==> config.mk <==
export PLATFORM = sky130hd
export DESIGN_NAME = prhc_top
export DESIGN_NICKNAME = d
export VERILOG_FILES = /design/src/rtl/prhc_pkg.sv /design/src/rtl/prhc_top.sv
export SDC_FILE = /design/constraint.sdc
export NUM_CORES = 1
export LEC_CHECK = 0
export ABC_AREA = 0
export BUFFER_PORTS_ARGS = -buffer_cell sky130_fd_sc_hd__buf_2
export CAP_MARGIN = 20
export CORE_AREA = 3 3 164 166
export CTS_CLUSTER_SIZE = 28
export DETAILED_ROUTE_END_ITERATION = 10
export DIE_AREA = 0 0 167 169
export GPL_TIMING_DRIVEN = 1
export HOLD_SLACK_MARGIN = 0.1
export PLACE_DENSITY = 0.87
export SLEW_MARGIN = 20
export SYNTH_ARGS = -nofsm -noshare
export SYNTH_HDL_FRONTEND = slang
export SYNTH_SLANG_ARGS = --single-unit
==> constraint.sdc <==
create_clock -name clock -period 4.9 [get_ports clock]
set_input_delay 0.245 -clock clock [delete_from_list [all_inputs] [get_ports clock]]
set_output_delay 0.245 -clock clock [all_outputs]
set_load 0.02 [all_outputs]
==> src/rtl/prhc_pkg.sv <==
// Purpose: Shared constants for the pager receiver host-control block
// Assumes: 10 MHz decoder clock, classic Wishbone register access
// Notes:   Packet ID sits in bits 31:24 of every packet word
package prhc_pkg;

    // Clock and time base
    localparam int CLK_HZ         = 10_000_000;
    localparam int STEP_US        = 625;
    localparam int STEP_CYC       = (CLK_HZ / 1_000_000) * STEP_US;
    localparam int UNIT_MS        = 80;
    localparam int UNIT_TICKS     = (UNIT_MS * 1000) / STEP_US;
    localparam int IDLE_DEF_MS    = 1500;
    localparam int IDLE_DEF_TICKS = (IDLE_DEF_MS * 1000) / STEP_US;
    localparam int SRCH_SHORT_S   = 60;
    localparam int SRCH_LONG_S    = 240;
    localparam int SRCH_SHORT_TK  = (SRCH_SHORT_S * 1_000_000) / STEP_US;
    localparam int SRCH_LONG_TK   = (SRCH_LONG_S * 1_000_000) / STEP_US;
    localparam int TICK_W         = 19;

    // Packet identifiers
    localparam logic [7:0] ID_ROAM    = 8'h05;
    localparam logic [7:0] ID_TIMING  = 8'h06;
    localparam logic [7:0] ID_LINECTL = 8'h0F;
    localparam logic [7:0] ID_SET_LO  = 8'h10;
    localparam logic [7:0] ID_SET_HI  = 8'h1B;
    localparam int         NUM_SET    = 12;
    localparam logic [2:0] WARM_FIRST = 3'h1;
    localparam logic [2:0] WARM_LAST  = 3'h5;

    // Packet field positions
    localparam int ID_LSB          = 24;
    localparam int B2_LSB          = 16;
    localparam int B1_LSB          = 8;
    localparam int B0_LSB          = 0;
    localparam int ROAM_NOSRCH_BIT = 12;
    localparam int ROAM_NDREQ_BIT  = 17;
    localparam int ROAM_MFP_LSB    = 4;
    localparam int ROAM_CARRY_LSB  = 0;
    localparam int SET_VALID_BIT   = 23;
    localparam int SET_PROBE_BIT   = 19;

    // Reset values
    localparam logic [7:0] RST_DUR = 8'h01;

    // Missed-frame policy codes and frame limits
    localparam logic [1:0] MFP_NEVER  = 2'h0;
    localparam logic [1:0] MFP_UPTO3  = 2'h1;
    localparam logic [1:0] MFP_UPTO7  = 2'h2;
    localparam logic [6:0] FRAME_LIM3 = 7'h03;
    localparam logic [6:0] FRAME_LIM7 = 7'h07;

    // Register byte offsets and control register bit positions
    localparam logic [3:0] ADR_PACKET = 4'h0;
    localparam logic [3:0] ADR_CTRL   = 4'h4;
    localparam logic [3:0] ADR_STATUS = 4'h8;
    localparam logic [3:0] ADR_TIMING = 4'hC;
    localparam int         CTRL_ON    = 0;
    localparam int         CTRL_SHORT = 1;

    // Receiver sequencer states
    typedef enum logic [5:0] {
        ST_OFF    = 6'h01,
        ST_HOLD   = 6'h02,
        ST_WARM   = 6'h04,
        ST_DETECT = 6'h08,
        ST_SEARCH = 6'h10,
        ST_SPARE  = 6'h20
    } prhc_state_t;

    // Width of the step duration field per setting entry
    function automatic logic [7:0] durMask(input int idx);
        if (idx == 0) begin
            durMask = 8'hFF;
        end else if (idx <= 6) begin
            durMask = 8'h7F;
        end else if (idx >= 10) begin
            durMask = 8'h3F;
        end else begin
            durMask = 8'h00;
        end
    endfunction

endpackage

==> src/rtl/prhc_top.sv <==
// Purpose: Decodes host control packets and runs the receiver line sequencer
// Assumes: Host writes each packet word to the packet register, ID in top byte
// Notes:   Bytes may arrive in any lane order; a packet acts once all four are in
module prhc_top #(
    parameter int STEP_CYCLES = prhc_pkg::STEP_CYC
) (
    input  wire logic        clock,
    input  wire logic        rst,
    input  wire logic        wbCyc,
    input  wire logic        wbStb,
    input  wire logic        wbWe,
    input  wire logic [3:0]  wbAdr,
    input  wire logic [3:0]  wbSel,
    input  wire logic [31:0] wbDatIn,
    output logic             wbAck,
    output logic      [31:0] wbDatOut,
    input  wire logic        noiseCheckDone,
    input  wire logic        signalFound,
    input  wire logic        syncFound,
    input  wire logic [6:0]  frameNum,
    input  wire logic [4:0]  missedFlagsIn,
    input  wire logic [1:0]  airCarryOn,
    input  wire logic        lowBatteryPin,
    output logic      [4:0]  missedFlagsOut,
    output logic      [1:0]  carryFollow,
    output logic             noiseCheckGo,
    output logic             searchActive,
    output logic      [7:0]  rxLineOut,
    output logic      [7:0]  rxLineOe_n
);

    // Bus and packet assembly
    logic        busReq;
    logic        pktWr;
    logic [31:0] pktWord_ff;
    logic [3:0]  pktSeen_ff;
    logic        pktFull_ff;
    logic [31:0] nxt_pktWord;
    logic [3:0]  nxt_pktSeen;
    logic [7:0]  pktId;

    // Control fields
    logic        decodeOn_ff;
    logic        shortSearch_ff;
    logic        noSearch_ff;
    logic        hostReq_ff;
    logic [1:0]  missPolicy_ff;
    logic [1:0]  carryLimit_ff;
    logic [7:0]  searchLen_ff;
    logic [7:0]  idleLen_ff;
    logic [7:0]  overrideMask_ff;
    logic [7:0]  forcedVal_ff;

    // Setting entries
    logic [7:0]  setLine_ff  [prhc_pkg::NUM_SET];
    logic [7:0]  setDur_ff   [prhc_pkg::NUM_SET];
    logic        setProbe_ff [prhc_pkg::NUM_SET];
    logic        setValid_ff [prhc_pkg::NUM_SET];

    // Sequencer
    prhc_pkg::prhc_state_t   state_ff;
    prhc_pkg::prhc_state_t   nxt_state;
    logic [2:0]              stepIdx_ff;
    logic [2:0]              nxt_stepIdx;
    logic [12:0]             preCnt_ff;
    logic                    tick_ff;
    logic [7:0]              stepCnt_ff;
    logic [prhc_pkg::TICK_W-1:0] idleCnt_ff;
    logic [prhc_pkg::TICK_W-1:0] srchCnt_ff;
    logic [prhc_pkg::TICK_W-1:0] idleTicks;
    logic [prhc_pkg::TICK_W-1:0] srchTicks;
    logic                    autoDue_ff;
    logic                    stepDone;
    logic                    detectStart;
    logic                    curProbe;
    logic [7:0]              curDur;
    logic [7:0]              curLine;
    logic                    lowBatSync1_ff;
    logic                    lowBatSync2_ff;
    logic                    lowBattery_ff;
    logic                    allowMiss;

    assign busReq = wbCyc & wbStb & ~wbAck;
    assign pktWr  = busReq & wbWe & (wbAdr == prhc_pkg::ADR_PACKET);
    assign pktId  = pktWord_ff[prhc_pkg::ID_LSB +: 8];

    // Merge byte lanes of a packet write into the assembly word
    always_comb begin
        nxt_pktWord = pktWord_ff;
        nxt_pktSeen = pktFull_ff ? 4'h0 : pktSeen_ff;
        for (int b = 0; b < 4; b++) begin
            if (pktWr && wbSel[b]) begin
                nxt_pktWord[b*8 +: 8] = wbDatIn[b*8 +: 8];
                nxt_pktSeen[b]        = 1'b1;
            end
        end
    end

    // Packet is handed on only once every byte has arrived
    always_ff @(posedge clock) begin
        if (rst) begin
            pktWord_ff <= 32'h0000_0000;
            pktSeen_ff <= 4'h0;
            pktFull_ff <= 1'b0;
        end else begin
            pktWord_ff <= nxt_pktWord;
            pktSeen_ff <= nxt_pktSeen;
            pktFull_ff <= (nxt_pktSeen == 4'hF);
        end
    end

    // Wishbone answer: one-cycle ack, unmapped reads return zero
    always_ff @(posedge clock) begin
        if (rst) begin
            wbAck    <= 1'b0;
            wbDatOut <= 32'h0000_0000;
        end else begin
            wbAck    <= busReq;
            wbDatOut <= 32'h0000_0000;
            if (busReq && !wbWe) begin
                case (wbAdr)
                    prhc_pkg::ADR_CTRL: begin
                        wbDatOut <= {30'h0000_0000, shortSearch_ff, decodeOn_ff};
                    end
                    prhc_pkg::ADR_STATUS: begin
                        wbDatOut <= {13'h0000, stepIdx_ff, 2'h0, state_ff,
                                     pktSeen_ff, 1'b0, hostReq_ff, searchActive,
                                     lowBattery_ff};
                    end
                    prhc_pkg::ADR_TIMING: begin
                        wbDatOut <= {overrideMask_ff, forcedVal_ff, searchLen_ff,
                                     idleLen_ff};
                    end
                    default: begin
                        wbDatOut <= 32'h0000_0000;
                    end
                endcase
            end
        end
    end

    // Control register written directly over the bus
    always_ff @(posedge clock) begin
        if (rst) begin
            decodeOn_ff    <= 1'b0;
            shortSearch_ff <= 1'b0;
        end else if (busReq && wbWe && wbAdr == prhc_pkg::ADR_CTRL && wbSel[0]) begin
            decodeOn_ff    <= wbDatIn[prhc_pkg::CTRL_ON];
            shortSearch_ff <= wbDatIn[prhc_pkg::CTRL_SHORT];
        end
    end

    // Roaming, timing and line-control packets; other IDs fall through
    always_ff @(posedge clock) begin
        if (rst) begin
            noSearch_ff     <= 1'b0;
            missPolicy_ff   <= 2'h0;
            carryLimit_ff   <= 2'h0;
            searchLen_ff    <= 8'h00;
            idleLen_ff      <= 8'h00;
            overrideMask_ff <= 8'h00;
            forcedVal_ff    <= 8'h00;
        end else if (pktFull_ff) begin
            case (pktId)
                prhc_pkg::ID_ROAM: begin
                    noSearch_ff   <= pktWord_ff[prhc_pkg::ROAM_NOSRCH_BIT];
                    missPolicy_ff <= pktWord_ff[prhc_pkg::ROAM_MFP_LSB +: 2];
                    carryLimit_ff <= pktWord_ff[prhc_pkg::ROAM_CARRY_LSB +: 2];
                end
                prhc_pkg::ID_TIMING: begin
                    searchLen_ff <= pktWord_ff[prhc_pkg::B1_LSB +: 8];
                    idleLen_ff   <= pktWord_ff[prhc_pkg::B0_LSB +: 8];
                end
                prhc_pkg::ID_LINECTL: begin
                    overrideMask_ff <= pktWord_ff[prhc_pkg::B1_LSB +: 8];
                    forcedVal_ff    <= pktWord_ff[prhc_pkg::B0_LSB +: 8];
                end
                default: begin
                    noSearch_ff <= noSearch_ff;
                end
            endcase
        end
    end

    // Host noise-check request; a new request beats the clear
    always_ff @(posedge clock) begin
        if (rst) begin
            hostReq_ff <= 1'b0;
        end else begin
            hostReq_ff <= (hostReq_ff & ~detectStart)
                        | (pktFull_ff && pktId == prhc_pkg::ID_ROAM
                           && pktWord_ff[prhc_pkg::ROAM_NDREQ_BIT]);
        end
    end

    // Twelve setting entries, one per ID, duration width trimmed per entry
    for (genvar i = 0; i < prhc_pkg::NUM_SET; i++) begin : gSet
        always_ff @(posedge clock) begin
            if (rst) begin
                setLine_ff[i]  <= 8'h00;
                setDur_ff[i]   <= prhc_pkg::RST_DUR;
                setProbe_ff[i] <= 1'b0;
                setValid_ff[i] <= 1'b0;
            end else if (pktFull_ff && pktId == prhc_pkg::ID_SET_LO + 8'(i)) begin
                setLine_ff[i]  <= pktWord_ff[prhc_pkg::B1_LSB +: 8];
                setDur_ff[i]   <= pktWord_ff[prhc_pkg::B0_LSB +: 8]
                                & prhc_pkg::durMask(i);
                setProbe_ff[i] <= pktWord_ff[prhc_pkg::SET_PROBE_BIT];
                setValid_ff[i] <= pktWord_ff[prhc_pkg::SET_VALID_BIT];
            end
        end
    end

    // 625 us prescaler; every timer counts these ticks for exact units
    always_ff @(posedge clock) begin
        if (rst) begin
            preCnt_ff <= 13'h0000;
            tick_ff   <= 1'b0;
        end else if (preCnt_ff == 13'(STEP_CYCLES - 1)) begin
            preCnt_ff <= 13'h0000;
            tick_ff   <= 1'b1;
        end else begin
            preCnt_ff <= preCnt_ff + 13'h0001;
            tick_ff   <= 1'b0;
        end
    end

    // Interval and search lengths in 625 us ticks
    always_comb begin
        if (idleLen_ff == 8'h00) begin
            idleTicks = prhc_pkg::TICK_W'(prhc_pkg::IDLE_DEF_TICKS);
        end else begin
            idleTicks = prhc_pkg::TICK_W'(idleLen_ff * prhc_pkg::UNIT_TICKS);
        end
        if (searchLen_ff != 8'h00) begin
            srchTicks = prhc_pkg::TICK_W'(searchLen_ff * prhc_pkg::UNIT_TICKS);
        end else if (shortSearch_ff) begin
            srchTicks = prhc_pkg::TICK_W'(prhc_pkg::SRCH_SHORT_TK);
        end else begin
            srchTicks = prhc_pkg::TICK_W'(prhc_pkg::SRCH_LONG_TK);
        end
    end

    // Entry selected by the active state
    always_comb begin
        curDur   = setDur_ff[0];
        curProbe = setProbe_ff[0];
        curLine  = setLine_ff[0];
        if (state_ff == prhc_pkg::ST_WARM || state_ff == prhc_pkg::ST_DETECT
            || state_ff == prhc_pkg::ST_SEARCH) begin
            curDur   = setDur_ff[stepIdx_ff];
            curProbe = setProbe_ff[stepIdx_ff];
            curLine  = setLine_ff[stepIdx_ff];
        end
    end

    assign stepDone    = tick_ff && (stepCnt_ff + 8'h01 >= curDur);
    assign detectStart = (nxt_state == prhc_pkg::ST_DETECT) && (state_ff != prhc_pkg::ST_DETECT);

    // Receiver sequencer
    always_comb begin
        nxt_state   = state_ff;
        nxt_stepIdx = stepIdx_ff;
        case (state_ff)
            prhc_pkg::ST_OFF: begin
                if (decodeOn_ff && (autoDue_ff || hostReq_ff)) begin
                    nxt_state = prhc_pkg::ST_HOLD;
                end
            end
            prhc_pkg::ST_HOLD: begin
                if (stepDone) begin
                    nxt_stepIdx = prhc_pkg::WARM_FIRST;
                    nxt_state   = setValid_ff[prhc_pkg::WARM_FIRST] ? prhc_pkg::ST_WARM
                                                                     : prhc_pkg::ST_DETECT;
                end
            end
            prhc_pkg::ST_WARM: begin
                if (stepDone) begin
                    if (stepIdx_ff == prhc_pkg::WARM_LAST
                        || !setValid_ff[stepIdx_ff + 3'h1]) begin
                        nxt_state = prhc_pkg::ST_DETECT;
                    end else begin
                        nxt_stepIdx = stepIdx_ff + 3'h1;
                    end
                end
            end
            prhc_pkg::ST_DETECT: begin
                if (noiseCheckDone) begin
                    if (signalFound && !noSearch_ff) begin
                        nxt_state = prhc_pkg::ST_SEARCH;
                    end else begin
                        nxt_state = prhc_pkg::ST_OFF;
                    end
                end
            end
            prhc_pkg::ST_SEARCH: begin
                if (syncFound || (tick_ff && srchCnt_ff + 1'b1 >= srchTicks)) begin
                    nxt_state = prhc_pkg::ST_OFF;
                end
            end
            default: begin
                nxt_state = prhc_pkg::ST_OFF;
            end
        endcase
        if (!decodeOn_ff) begin
            nxt_state = prhc_pkg::ST_OFF;
        end
        if (nxt_state == prhc_pkg::ST_OFF) begin
            nxt_stepIdx = 3'h0;
        end
    end

    // State, step timer and search timer
    always_ff @(posedge clock) begin
        if (rst) begin
            state_ff     <= prhc_pkg::ST_OFF;
            stepIdx_ff   <= 3'h0;
            stepCnt_ff   <= 8'h00;
            srchCnt_ff   <= '0;
            noiseCheckGo <= 1'b0;
            searchActive <= 1'b0;
        end else begin
            state_ff     <= nxt_state;
            stepIdx_ff   <= nxt_stepIdx;
            noiseCheckGo <= detectStart;
            searchActive <= (nxt_state == prhc_pkg::ST_SEARCH);
            if (nxt_state != state_ff || nxt_stepIdx != stepIdx_ff) begin
                stepCnt_ff <= 8'h00;
            end else if (tick_ff) begin
                stepCnt_ff <= stepCnt_ff + 8'h01;
            end
            if (state_ff != prhc_pkg::ST_SEARCH) begin
                srchCnt_ff <= '0;
            end else if (tick_ff) begin
                srchCnt_ff <= srchCnt_ff + 1'b1;
            end
        end
    end

    // Automatic detect interval, measured from the last detect start to the next automatic request
    always_ff @(posedge clock) begin
        if (rst) begin
            idleCnt_ff <= '0;
            autoDue_ff <= 1'b0;
        end else if (detectStart || !decodeOn_ff) begin
            idleCnt_ff <= '0;
            autoDue_ff <= 1'b0;
        end else if (state_ff == prhc_pkg::ST_SEARCH) begin
            autoDue_ff <= 1'b0; // Search outranks noise checks
            if (tick_ff) begin
                idleCnt_ff <= idleCnt_ff + 1'b1;
            end
        end else if (tick_ff) begin
            if (idleCnt_ff + 1'b1 >= idleTicks) begin
                idleCnt_ff <= '0;
                autoDue_ff <= 1'b1;
            end else begin
                idleCnt_ff <= idleCnt_ff + 1'b1;
            end
        end
    end

    // Low-battery pin synchroniser and sample at the end of a probed hold or warm step
    always_ff @(posedge clock) begin
        if (rst) begin
            lowBatSync1_ff <= 1'b0;
            lowBatSync2_ff <= 1'b0;
            lowBattery_ff  <= 1'b0;
        end else begin
            lowBatSync1_ff <= lowBatteryPin;
            lowBatSync2_ff <= lowBatSync1_ff;
            if ((state_ff == prhc_pkg::ST_HOLD || state_ff == prhc_pkg::ST_WARM)
                && stepDone && curProbe) begin
                lowBattery_ff <= lowBatSync2_ff;
            end
        end
    end

    // Receiver lines: off in reset, per-line override otherwise
    for (genvar b = 0; b < 8; b++) begin : gLine
        always_ff @(posedge clock) begin
            if (rst) begin
                rxLineOut[b]  <= 1'b0;
                rxLineOe_n[b] <= 1'b1;
            end else begin
                rxLineOut[b]  <= overrideMask_ff[b] ? forcedVal_ff[b] : curLine[b];
                rxLineOe_n[b] <= 1'b0;
            end
        end
    end

    // Missed-frame gating by policy and frame number
    always_comb begin
        case (missPolicy_ff)
            prhc_pkg::MFP_NEVER: allowMiss = 1'b0;
            prhc_pkg::MFP_UPTO3: allowMiss = (frameNum <= prhc_pkg::FRAME_LIM3);
            prhc_pkg::MFP_UPTO7: allowMiss = (frameNum <= prhc_pkg::FRAME_LIM7);
            default:             allowMiss = 1'b1;
        endcase
    end

    // Reported flags and carry-on limit
    always_ff @(posedge clock) begin
        if (rst) begin
            missedFlagsOut <= 5'h00;
            carryFollow    <= 2'h0;
        end else begin
            missedFlagsOut <= missedFlagsIn & {5{allowMiss}};
            carryFollow    <= (airCarryOn < carryLimit_ff) ? airCarryOn : carryLimit_ff;
        end
    end

endmodule

Yosys cells after proc, flatten, opt, wreduce, memory -nomap -nowiden

Memories as Yosys holds them, arrays and structs flattened. A register that Yosys moved wholly into a read port is not among the register bits.
Cells that the tools add are included.

Bits in registers: 201
Bits in writable memories: 216
Input port bits: 63
Memories kept: 4

$add $sub $neg: 5
$lt $le $gt $ge: 6
Eq/ne operators: 35
Mux-type cells: 131
Bitwise operators: 58
Reductions and logical operators: 55

Memories:

| memory      | words | width | read ports | clocked after memory_dff | wr ports | RTL line       | source |
|---|---|---|---|---|---|---|---|
| setDur_ff   | 12    | 8     | 2          | 1                        | 12       | prhc_top.sv:56 | `logic [7:0] setDur_ff [prhc_pkg::NUM_SET];` |
| setLine_ff  | 12    | 8     | 2          | 1                        | 12       | prhc_top.sv:55 | `logic [7:0] setLine_ff [prhc_pkg::NUM_SET];` |
| setProbe_ff | 12    | 1     | 2          | 1                        | 12       | prhc_top.sv:57 | `logic setProbe_ff [prhc_pkg::NUM_SET];` |
| setValid_ff | 12    | 1     | 2          | 0                        | 12       | prhc_top.sv:58 | `logic setValid_ff [prhc_pkg::NUM_SET];` |

Operator list:

| kind                                                             | count |
|---|---|
| 8-bit two-way mux                                                | 26 |
| 19-bit two-way mux                                               | 6 |
| 8-bit by 5-bit == test with 1-bit output (second input constant) | 12 |
| 32-bit one-hot mux with 3 select lines                           | 1 |
| 1-bit two-way mux                                                | 76 |
| 1-bit OR                                                         | 49 |
| 6-bit two-way mux                                                | 7 |
| 19-bit by 1-bit adder with 19-bit output (second input constant) | 2 |
| 19-bit greater-or-equal comparator                               | 2 |
| 6-bit one-hot mux with 5 select lines                            | 1 |
| 1-bit logical AND                                                | 29 |
| 3-bit two-way mux                                                | 7 |
| 8-bit by 3-bit == test with 1-bit output (second input constant) | 2 |
| 15-bit two-way mux                                               | 1 |
| 13-bit by 1-bit adder with 13-bit output (second input constant) | 1 |
| 13-bit == test (second input constant)                           | 1 |
| 4-bit == test (second input constant)                            | 3 |
| 6-bit by 1-bit == test with 1-bit output (second input constant) | 2 |
| 6-bit by 4-bit == test with 1-bit output (second input constant) | 2 |
| 6-bit by 5-bit == test with 1-bit output (second input constant) | 2 |
| 2-bit OR reduction                                               | 5 |
| 8-bit by 1-bit adder with 8-bit output (second input constant)   | 1 |
| 8-bit by 4-bit == test with 1-bit output (second input constant) | 1 |
| 8-bit greater-or-equal comparator                                | 1 |
| 30 further kinds                                                 | 50 |

Logic depth before layout (Yosys ltp)

Gate-level depths: netlist (run 1).

Depth after elaboration: 14
Depth in mapped cells: 18
Mapped depth without buffers: 16

Worst setup path after synthesis (run 1)

OpenSTA, ideal clock, no wires.

Kind: reg-to-reg
From: reg stepIdx_ff[0]
To: reg stepCnt_ff[0]
Data arrival time: 4.411 ns
Slack: 0.410 ns
Stages on the path, launching flop included: 16
Clock period less this slack: 4.490 ns
Cells stage by stage: dfxtp_1 > buf_1 > clkbuf_1 > buf_2 > mux4_2 > mux2i_1 > o21ai_0 > ha_1 > nand2b_1 > a31oi_1 > o31ai_1 > and3_2 > o32ai_1 > nor4b_2 > nand4_2 > nor3_1

Cells in the longest elaborated chain, start to end: 13
Elaborated cells between the ends (all ways): 19

Ends and longest elaborated chain:

| what                                     | RTL line                         | source |
|---|---|---|
| from (decl)                              | prhc_top.sv:63                   | `logic [2:0] stepIdx_ff;` |
| from (signal assigned)                   | prhc_top.sv:324                  | `stepIdx_ff <= nxt_stepIdx;` |
| 3-bit by 1-bit adder with 3-bit output   | prhc_top.sv:280, prhc_top.sv:283 |  |
| memory 12 x 1 bit                        | --                               |  |
| 1-bit zero test                          | prhc_top.sv:280                  | `\|\| !setValid_ff[stepIdx_ff + 3'h1]) begin` |
| 1-bit logical OR                         | prhc_top.sv:280                  |  |
| 6-bit two-way mux                        | prhc_top.sv:279                  | `if (stepIdx_ff == prhc_pkg::WARM_LAST` |
| 6-bit two-way mux                        | prhc_top.sv:278                  | `if (stepDone) begin` |
| 6-bit one-hot mux with 5 select lines    | prhc_top.sv:264                  | `case (state_ff)` |
| 6-bit two-way mux                        | prhc_top.sv:305                  | `if (!decodeOn_ff) begin` |
| 6-bit by 1-bit == test with 1-bit output | prhc_top.sv:308                  | `if (nxt_state == prhc_pkg::ST_OFF) begin` |
| 3-bit two-way mux                        | prhc_top.sv:308                  |  |
| 3-bit != test                            | prhc_top.sv:327                  | `if (nxt_state != state_ff \|\| nxt_stepIdx != stepIdx_ff) begin` |
| 1-bit logical OR *                       | prhc_top.sv:327                  |  |
| 2-bit OR reduction (no line) *           | --                               |  |
| to (signal assigned)                     | prhc_top.sv:330                  | `stepCnt_ff <= stepCnt_ff + 8'h01;` |
| to (decl)                                | prhc_top.sv:67                   | `logic [7:0] stepCnt_ff;` |

Every way passes the cells marked *; elsewhere a longest branch is shown, timed or not.
A chain may end at the register's enable or synchronous reset.

Worst setup path after layout (run 1)

From: reg stepIdx_ff[0]
To: reg idleCnt_ff[5] (netlist name)

Cells in the longest elaborated chain, start to end: 12
Elaborated cells between the ends (all ways): 13

Ends and longest elaborated chain:

| what                                       | RTL line        | source |
|---|---|---|
| 3-bit by 1-bit adder with 3-bit output     | prhc_top.sv:280 |  |
| memory 12 x 1 bit                          | --              |  |
| 1-bit zero test                            | prhc_top.sv:280 |  |
| 1-bit logical OR *                         | prhc_top.sv:280 |  |
| 6-bit two-way mux *                        | prhc_top.sv:279 |  |
| 6-bit two-way mux *                        | prhc_top.sv:278 |  |
| 6-bit one-hot mux with 5 select lines *    | prhc_top.sv:264 |  |
| 6-bit two-way mux *                        | prhc_top.sv:305 |  |
| 6-bit by 4-bit == test with 1-bit output * | prhc_top.sv:258 | `assign detectStart = (nxt_state == prhc_pkg::ST_DETECT) && (state_ff != prhc_pkg::ST_DETECT);` |
| 1-bit logical AND *                        | prhc_top.sv:258 |  |
| 1-bit logical OR *                         | prhc_top.sv:345 | `end else if (detectStart \|\| !decodeOn_ff) begin` |
| 2-bit OR reduction (no line) *             | --              |  |
| to (signal assigned)                       | prhc_top.sv:351 | `idleCnt_ff <= idleCnt_ff + 1'b1;` |
| to (signal assigned)                       | prhc_top.sv:358 | `idleCnt_ff <= idleCnt_ff + 1'b1;` |
| to (decl)                                  | prhc_top.sv:68  | `logic [prhc_pkg::TICK_W-1:0] idleCnt_ff;` |

Marks and branches as above.

==> flow_metrics.py, run 1 <==
metrics = {
    "critical_path": {
        "worstReg2RegStart": "stepIdx_ff[0]",
        "rrSetupSlack_ns": 0.40,
        "worstSetupPathType": "reg2reg",
        "reg2reg_depth": 13,
        "end_kind": "flop",
        "worstPathRequired_ns": 5.31,
        "crit_start": "stepIdx_ff[0]",
        "arrival_ns": 4.91,
        "cp_max_fo": 25,
        "rr_endpoint": "idleCnt_ff[5]",
        "start_kind": "flop",
    },
    "clocking": {
        "clk_pin_slew_ns": 0.06,
        "cts_tree": "yes",
        "clockBufferDepth": 3,
        "htreeDepth": 2,
        "clock_latency_ns": 0.52,
        "cts_buffers": 34,
        "clock_sinks": 327,
        "cts_resized": 0,
        "post_cts_buffers": 0,
        "cts_hold_buf": 53,
        "cts_root_buf": "clkbuf_16",
    },
    "cells_and_area": {
        "diodes": 0,
        "drive_above_1_share_pct": 13.8,
        "nets": 1736,
        "instances_no_fill": 1995,
        "design_area_um2": 17600,
        "area_growth_pct": 15.2,
    },
    "drt": {
        "drt-wirelength-per-cell_um": 21.0,
        "wl_met2_um": 20200,
        "ant_nets": 0,
        "top_layer": "met5",
        "vias_per_cell": 6.22,
        "wl_um": 41800,
        "drt_first_pass_iters": 6,
        "num_vias": 12400,
        "drc": 0,
        "drt-initial-drc-count": 1774,
        "wl_met1_um": 15300,
        "met3_length_um": 4190,
    },
    "floorplanning": {
        "ios": 121,
        "initial_core_util_pct": 59.2,
        "dieArea_um2": 28200,
        "num_rows": 59,
        "die_y_um": 169,
        "dieWidth_um": 167,
        "core_area_um2": 25800,
    },
    "timing": {
        "post-route-min-period_ns": 4.50,
        "max_freq_mhz": 222,
        "finClkSkew_ns": 0.0141,
        "fin_setup_tns_ns": 0,
        "setup_viol": 0,
        "hold_viol": 0,
        "finalMaxSlewViolations": 0,
        "whs_ns": 0.126,
        "rsz0062_at_grt": "no",
        "worst_pin_slew_ns": 1.14,
        "relSlewSlack_pct": 23.8,
        "fin_crit_sh_pct": 91.7,
    },
    "logic_synthesis": {
        "yosys_register_bits": 327,
        "synth_compound_area_share_pct": 8.51,
        "async_flop_share_pct": 0,
        "synthMuxAreaShare_pct": 6.92,
        "ys_seq_area_share_pct": 51.5,
        "synthCells": 1508,
        "yosysWarningCount": 0,
        "synth_edf_count": 131,
        "ys_types": 70,
        "synthAdderAreaFrac_pct": 3.12,
        "syn_nets": 1609,
        "synthesis.area_um2": 15300,
        "synth_top_family_by_area": "simple AND/OR/NAND/NOR gates",
        "syn_avg_cell_area_um2": 10.1,
        "synthSimpleGateAreaFrac_pct": 21.7,
        "synth_xor_area_share_pct": 4.48,
        "dominantRegCellSynth": "dfxtp_1",
    },
    "global_routing": {
        "grt_pass1_wl_um": 65400,
        "grt_remaining_overflow": 0,
        "grt_pass1_vias": 12400,
        "grt_max_degree": 60,
        "grtUsageTotal_pct": 28.9,
        "antenna_found_initial": 1,
    },
    "hold_path": {
        "whs_endpoint": "pktWord_ff[10]",
        "hold_class": "in2reg",
        "holdCritStartpoint": "wbSel[1]",
        "hold_depth": 3,
    },
    "place": {
        "gp_congestion": 0.908,
        "placed_cells": 1880,
        "portBuffers": 113,
        "place_area_um2": 16000,
        "hpwl_um": 25200,
    },
    "power_and_ir_drop": {
        "pwr-share-comb_pct": 3.1,
        "ir_drop_mv": 0.343,
        "internal_power_mw": 4.34,
        "p_switching_mw": 1.20,
        "p_sw_share_pct": 21.6,
        "sequentialPowerShare_pct": 52.0,
        "power_density_nw_per_um2": 315,
        "pwr-share-clk_pct": 44.8,
        "power_leakage_nw": 6.96,
    },
    "outcome": {
        "outcome": "finished clean",
    },
    "job": {
        "maxCapViolations": 0,
    },
}
routing by layer:
metal	vias to the layer above	GRT usage (%)
met2	795	49.1
met1	5872	35.9
met4	2	13.5
met3	183	5.39
met5	-	0
li1	5559	-
cell usage after synthesis, types with 28 or more instances:
cell	instances	area, um2
nand3_1	66	330
mux2i_1	65	651
nor2_1	182	683
and2_1	135	845
a21oi_1	86	430
xor2_1	54	473
o21ai_0	28	140
dfxtp_1	196	3920
ha_1	38	475
clkbuf_1	69	259
and3_1	35	219
nand2_1	105	394
edfxtp_1	131	3930
power groups by stage:
stage               clock (mW)  combinational [mW]  sequential (mW)
floorplan                    0              0.0787             2.94
global placement             0               0.134             2.94
detailed placement           0               0.139             2.94
CTS                       2.48               0.164             2.88
global route              2.59               0.183             2.89
finish                    2.48               0.173             2.88
state kept, by name, indices dropped and copies added (netlist names), 13 cells and up:
name,cells
srchCnt_ff,19
preCnt_ff,13
pktWord_ff,27
wbDatOut,32
setLine_ff,64
idleCnt_ff,19
setDur_ff,51
cell type report:
type / instances / area [um2]
clock inverter: 8 / 68.8
clock buffer: 53 / 993
multi-input combinational: 1060 / 6880
sequential: 327 / 7860
timing repair buffer: 188 / 1260
inverter: 24 / 90.1
fill: 1698 / 8190
tap: 335 / 419
cells in the final DEF (no fill, tap or decap), types with 5 or more instances in the layout:
cell	Yosys	final
buf_2	4	112
nand3_1	66	66
or4_1	6	6
mux4_2	13	13
dlygate4sd3_1	0	53
dfxtp_1	196	194
clkbuf_1	69	13
nand2_1	105	105
and4_1	6	6
clkbuf_8	6	5
o21ai_0	28	23
nand4_1	18	18
buf_4	7	23
a21oi_1	86	86
a211oi_1	8	8
a22oi_1	21	21
nand2b_1	25	25
and3_1	35	34
nor3b_1	6	6
o21ai_1	0	5
mux2_2	10	10
o211ai_1	8	8
clkbuf_16	0	35
a21o_1	6	6
nor2b_1	8	8
mux2i_1	65	65
inv_1	23	23
o22ai_1	9	9
a31oi_1	5	5
xor2_1	54	54
ha_1	38	38
xnor2_1	24	24
clkinv_2	0	5
a221oi_1	6	6
and2_1	135	135
edfxtp_1	131	131
nor3_1	27	22
nor2_1	182	181
worst max-delay path, stage by stage, from the launching register on:
cell and delay, ns:
dfxtp_2 0.69, nor2b_1 0.45, a21oi_1 0.16, a211oi_1 0.34
a21oi_1 0.08, ha_1 0.31, a211o_1 0.13, a31oi_1 0.04
o31ai_2 0.71, nand2_1 0.20, a211o_2 0.46, nand3_1 0.40
a31o_2 0.32, nor2_1 0.08
worst max path at each step:
stage,endpoint,slack (ns),depth (start not counted)
final,idleCnt_ff[5],0.40,13
after global routing,idleCnt_ff[8],0.1,13
after CTS,idleCnt_ff[5],0.53,13
after detailed placement,idleCnt_ff[9],0.58,13
after global placement,idleCnt_ff[3],0.71,13
after floorplan,stepCnt_ff[0],0.41,15
per-stage QoR:
step | utilization (%) | power [mW] | setup WS (ns)
2_1_floorplan | - | 3.02 | 0.410
3_3_place_gp | 61.9 | 3.07 | 0.712
3_5_place_dp | 61.9 | 3.08 | 0.575
4_1_cts | 68.1 | 5.53 | 0.527
5_1_grt | 68.2 | 5.66 | 0.0967
6_report | 68.2 | 5.54 | 0.405
cells by family (layout without fill, tap and decap cells):
group	count (synthesis)	count (layout)
mux	88	88
flops	327	327
compound gates	207	207
fa+ha+maj	38	38
buf+inv	121	273
simple gates	648	648
other cells	1	1
xor+xnor	78	78
Note: power is estimated with default switching activity, not from simulation.
==> run 2, diff against run 1 <==
Settings changed: CORE_AREA 3 3 164 166 to 3 3 189 191, DIE_AREA 0 0 167 169 to 0 0 192 194, PLACE_DENSITY 0.87 to 0.7.
==> run 2 against run 1 <==
  * Maximum frequency grew 6.6%
  * Routed wire length fell by 6.4%
  * Combinational power is 3% lower
  * Clock-buffer cell count is 5 lower
  * Critical path depth grew 2
  * Largest cell class unchanged
==> flow_metrics.py, run 2 (same netlist as run 1, synthesis figures left out) <==
metrics = {
    "global_routing": {
        "grt_busiest_layer": "met2",
        "grtUsageTotal_pct": 20.8,
        "antenna_found_initial": 0,
        "grt_max_degree": 62,
        "grt_remaining_overflow": 0,
        "use_met1_pct": 27.2,
        "grt_pass1_wl_um": 62200,
        "met3_usage_pct": 3.85,
        "grtUsageMet2_pct": 34.8,
        "grt_pass1_vias": 11700,
    },
    "cells_and_area": {
        "fillCellCount": 2934,
        "top_register": "setLine_ff",
        "nets": 1743,
        "design_area_um2": 18000,
        "area_growth_pct": 18.2,
        "final_common_cell": "dfxtp_1",
        "diodes": 0,
        "top_regs": "setLine_ff x64, setDur_ff x51, wbDatOut x32",
        "drive_above_1_share_pct": 14.6,
        "final_cell_mix": "dfxtp_1 (194), nor2_1 (181), and2_1 (135)",
        "largest_register_ffs": 64,
    },
    "timing": {
        "fin_setup_tns_ns": 0,
        "setup_viol": 0,
        "hold_viol": 0,
        "max_freq_mhz": 237,
        "worst_pin_slew_ns": 1.06,
        "finalMaxSlewViolations": 0,
        "finClkSkew_ns": 0.0251,
        "relSlewSlack_pct": 29.7,
        "fin_crit_sh_pct": 86.0,
        "rsz0062_at_grt": "no",
        "post-route-min-period_ns": 4.22,
    },
    "critical_path": {
        "start_kind": "flop",
        "cp_max_fo": 15,
        "worstPathRequired_ns": 5.31,
        "cpMaxStageDelayCell": "o31ai_2",
        "cp_slowest_stage_delay_ns": 0.68,
        "rrSetupSlack_ns": 0.68,
        "rr_endpoint": "idleCnt_ff[5]",
        "end_kind": "flop",
        "crit_path_end": "idleCnt_ff[5]",
        "path_cells": "xor2_1, o211ai_1, buf_4, or2_2, a21oi_1, ha_1, a211o_1, a31oi_1, o31ai_2, nand3_1, a211o_2, nand3_1, buf_4, a31o_2, nor2_1",
        "reg2reg_depth": 15,
        "crit_start": "state_ff[4]",
        "worstSetupPathType": "reg2reg",
        "worstReg2RegStart": "state_ff[4]",
        "arrival_ns": 4.63,
    },
    "floorplanning": {
        "core_area_um2": 34300,
        "dieWidth_um": 192,
        "die_y_um": 194,
        "num_rows": 68,
        "ios": 121,
        "initial_core_util_pct": 44.5,
        "dieArea_um2": 37200,
    },
    "clocking": {
        "cts_tree": "yes",
        "htreeDepth": 2,
        "cts_hold_buf": 57,
        "cts_buffers": 36,
        "cts_resized": 0,
        "clock_latency_ns": 0.53,
        "clk_pin_slew_ns": 0.06,
        "cts_root_buf": "clkbuf_16",
        "post_cts_buffers": 0,
        "clockBufferDepth": 3,
        "clock_sinks": 327,
    },
    "drt": {
        "wl_um": 39100,
        "drc": 0,
        "drt-initial-drc-count": 784,
        "num_vias": 11600,
        "drt_first_pass_iters": 7,
        "ant_nets": 0,
        "vias_per_cell": 5.46,
        "drt-wirelength-per-cell_um": 18.4,
    },
    "job": {
        "maxCapViolations": 0,
    },
    "place": {
        "portBuffers": 113,
        "gp_congestion": 0.845,
        "place_area_um2": 16100,
        "hpwl_um": 25500,
    },
    "power_and_ir_drop": {
        "ir_drop_mv": 0.341,
        "power_leakage_nw": 7.11,
        "power_density_nw_per_um2": 333,
        "power_mw": 6.00,
    },
    "outcome": {
        "outcome": "finished clean",
    },
    "hold_path": {
        "hold_class": "in2reg",
    },
}
==> run 2: final cells by class <==
cell class	count	area, um2	share of cell area (%)
clock buffer	48	1060	5.88
sequential	327	7860	43.6
clock inverter	17	254	1.41
multi-input combinational	1060	6890	38.2
timing repair buffer	193	1310	7.26
inverter	24	90.1	0.500
tap	455	569	3.16
==> run 2: worst min path at each step <==
| stage | startpoint | endpoint | slack (ns) | cells after the start |
|---|---|---|---|---|
| final | wbSel[2] | pktSeen_ff[2] | 0.13 | 3 |
| after detailed placement | lowBatSync1_ff | lowBatSync2_ff | 0.43 | 1 |
| after global placement | lowBatSync1_ff | lowBatSync2_ff | 0.43 | 1 |
| after CTS | noiseCheckDone | state_ff[3] | 0.12 | 3 |
| after floorplan | rst | rxLineOe_n[7] | 0.27 | 0 |
| after global routing | noiseCheckDone | state_ff[3] | 0.16 | 3 |
==> run 2: critical path, delay by kind of cell (launching register included) <==
family / cells / cell delay [ns]
AOI/OAI and AO/OA: 7 / 1.84
and+or+nand+nor: 4 / 0.75
DFF: 1 / 0.65
buffers and inverters: 2 / 0.44
xor gates and xnor gates: 1 / 0.21
adders and majority gates: 1 / 0.19
==> run 2: power by group <==
part / switching [mW] / internal [mW] / total [mW] / leakage, nW
sequential: 0.0165 / 2.86 / 2.88 / 2.91
clock: 1.14 / 1.81 / 2.95 / 0.652
combinational: 0.100 / 0.0677 / 0.168 / 3.55
total: 1.26 / 4.74 / 6.00 / 7.11
==> run 2: metrics by stage <==
stage	hold slack, ns	instances	worst slack (ns)	utilization (%)
6_report	0.132	2124	0.685	52.6
5_1_grt	0.160	2124	0.287	52.6
4_1_cts	0.118	2122	0.638	52.5
3_5_place_dp	0.434	2000	0.663	47.0
3_3_place_gp	0.430	2000	0.700	47.0
2_1_floorplan	0.273	1508	0.410	-
==> run 2: metal layers <==
metal,routed length (um),vias to the layer above
met2,19000,380
met4,1210,0
met5,0,-
met3,2550,76
li1,-,5583
met1,16400,5565
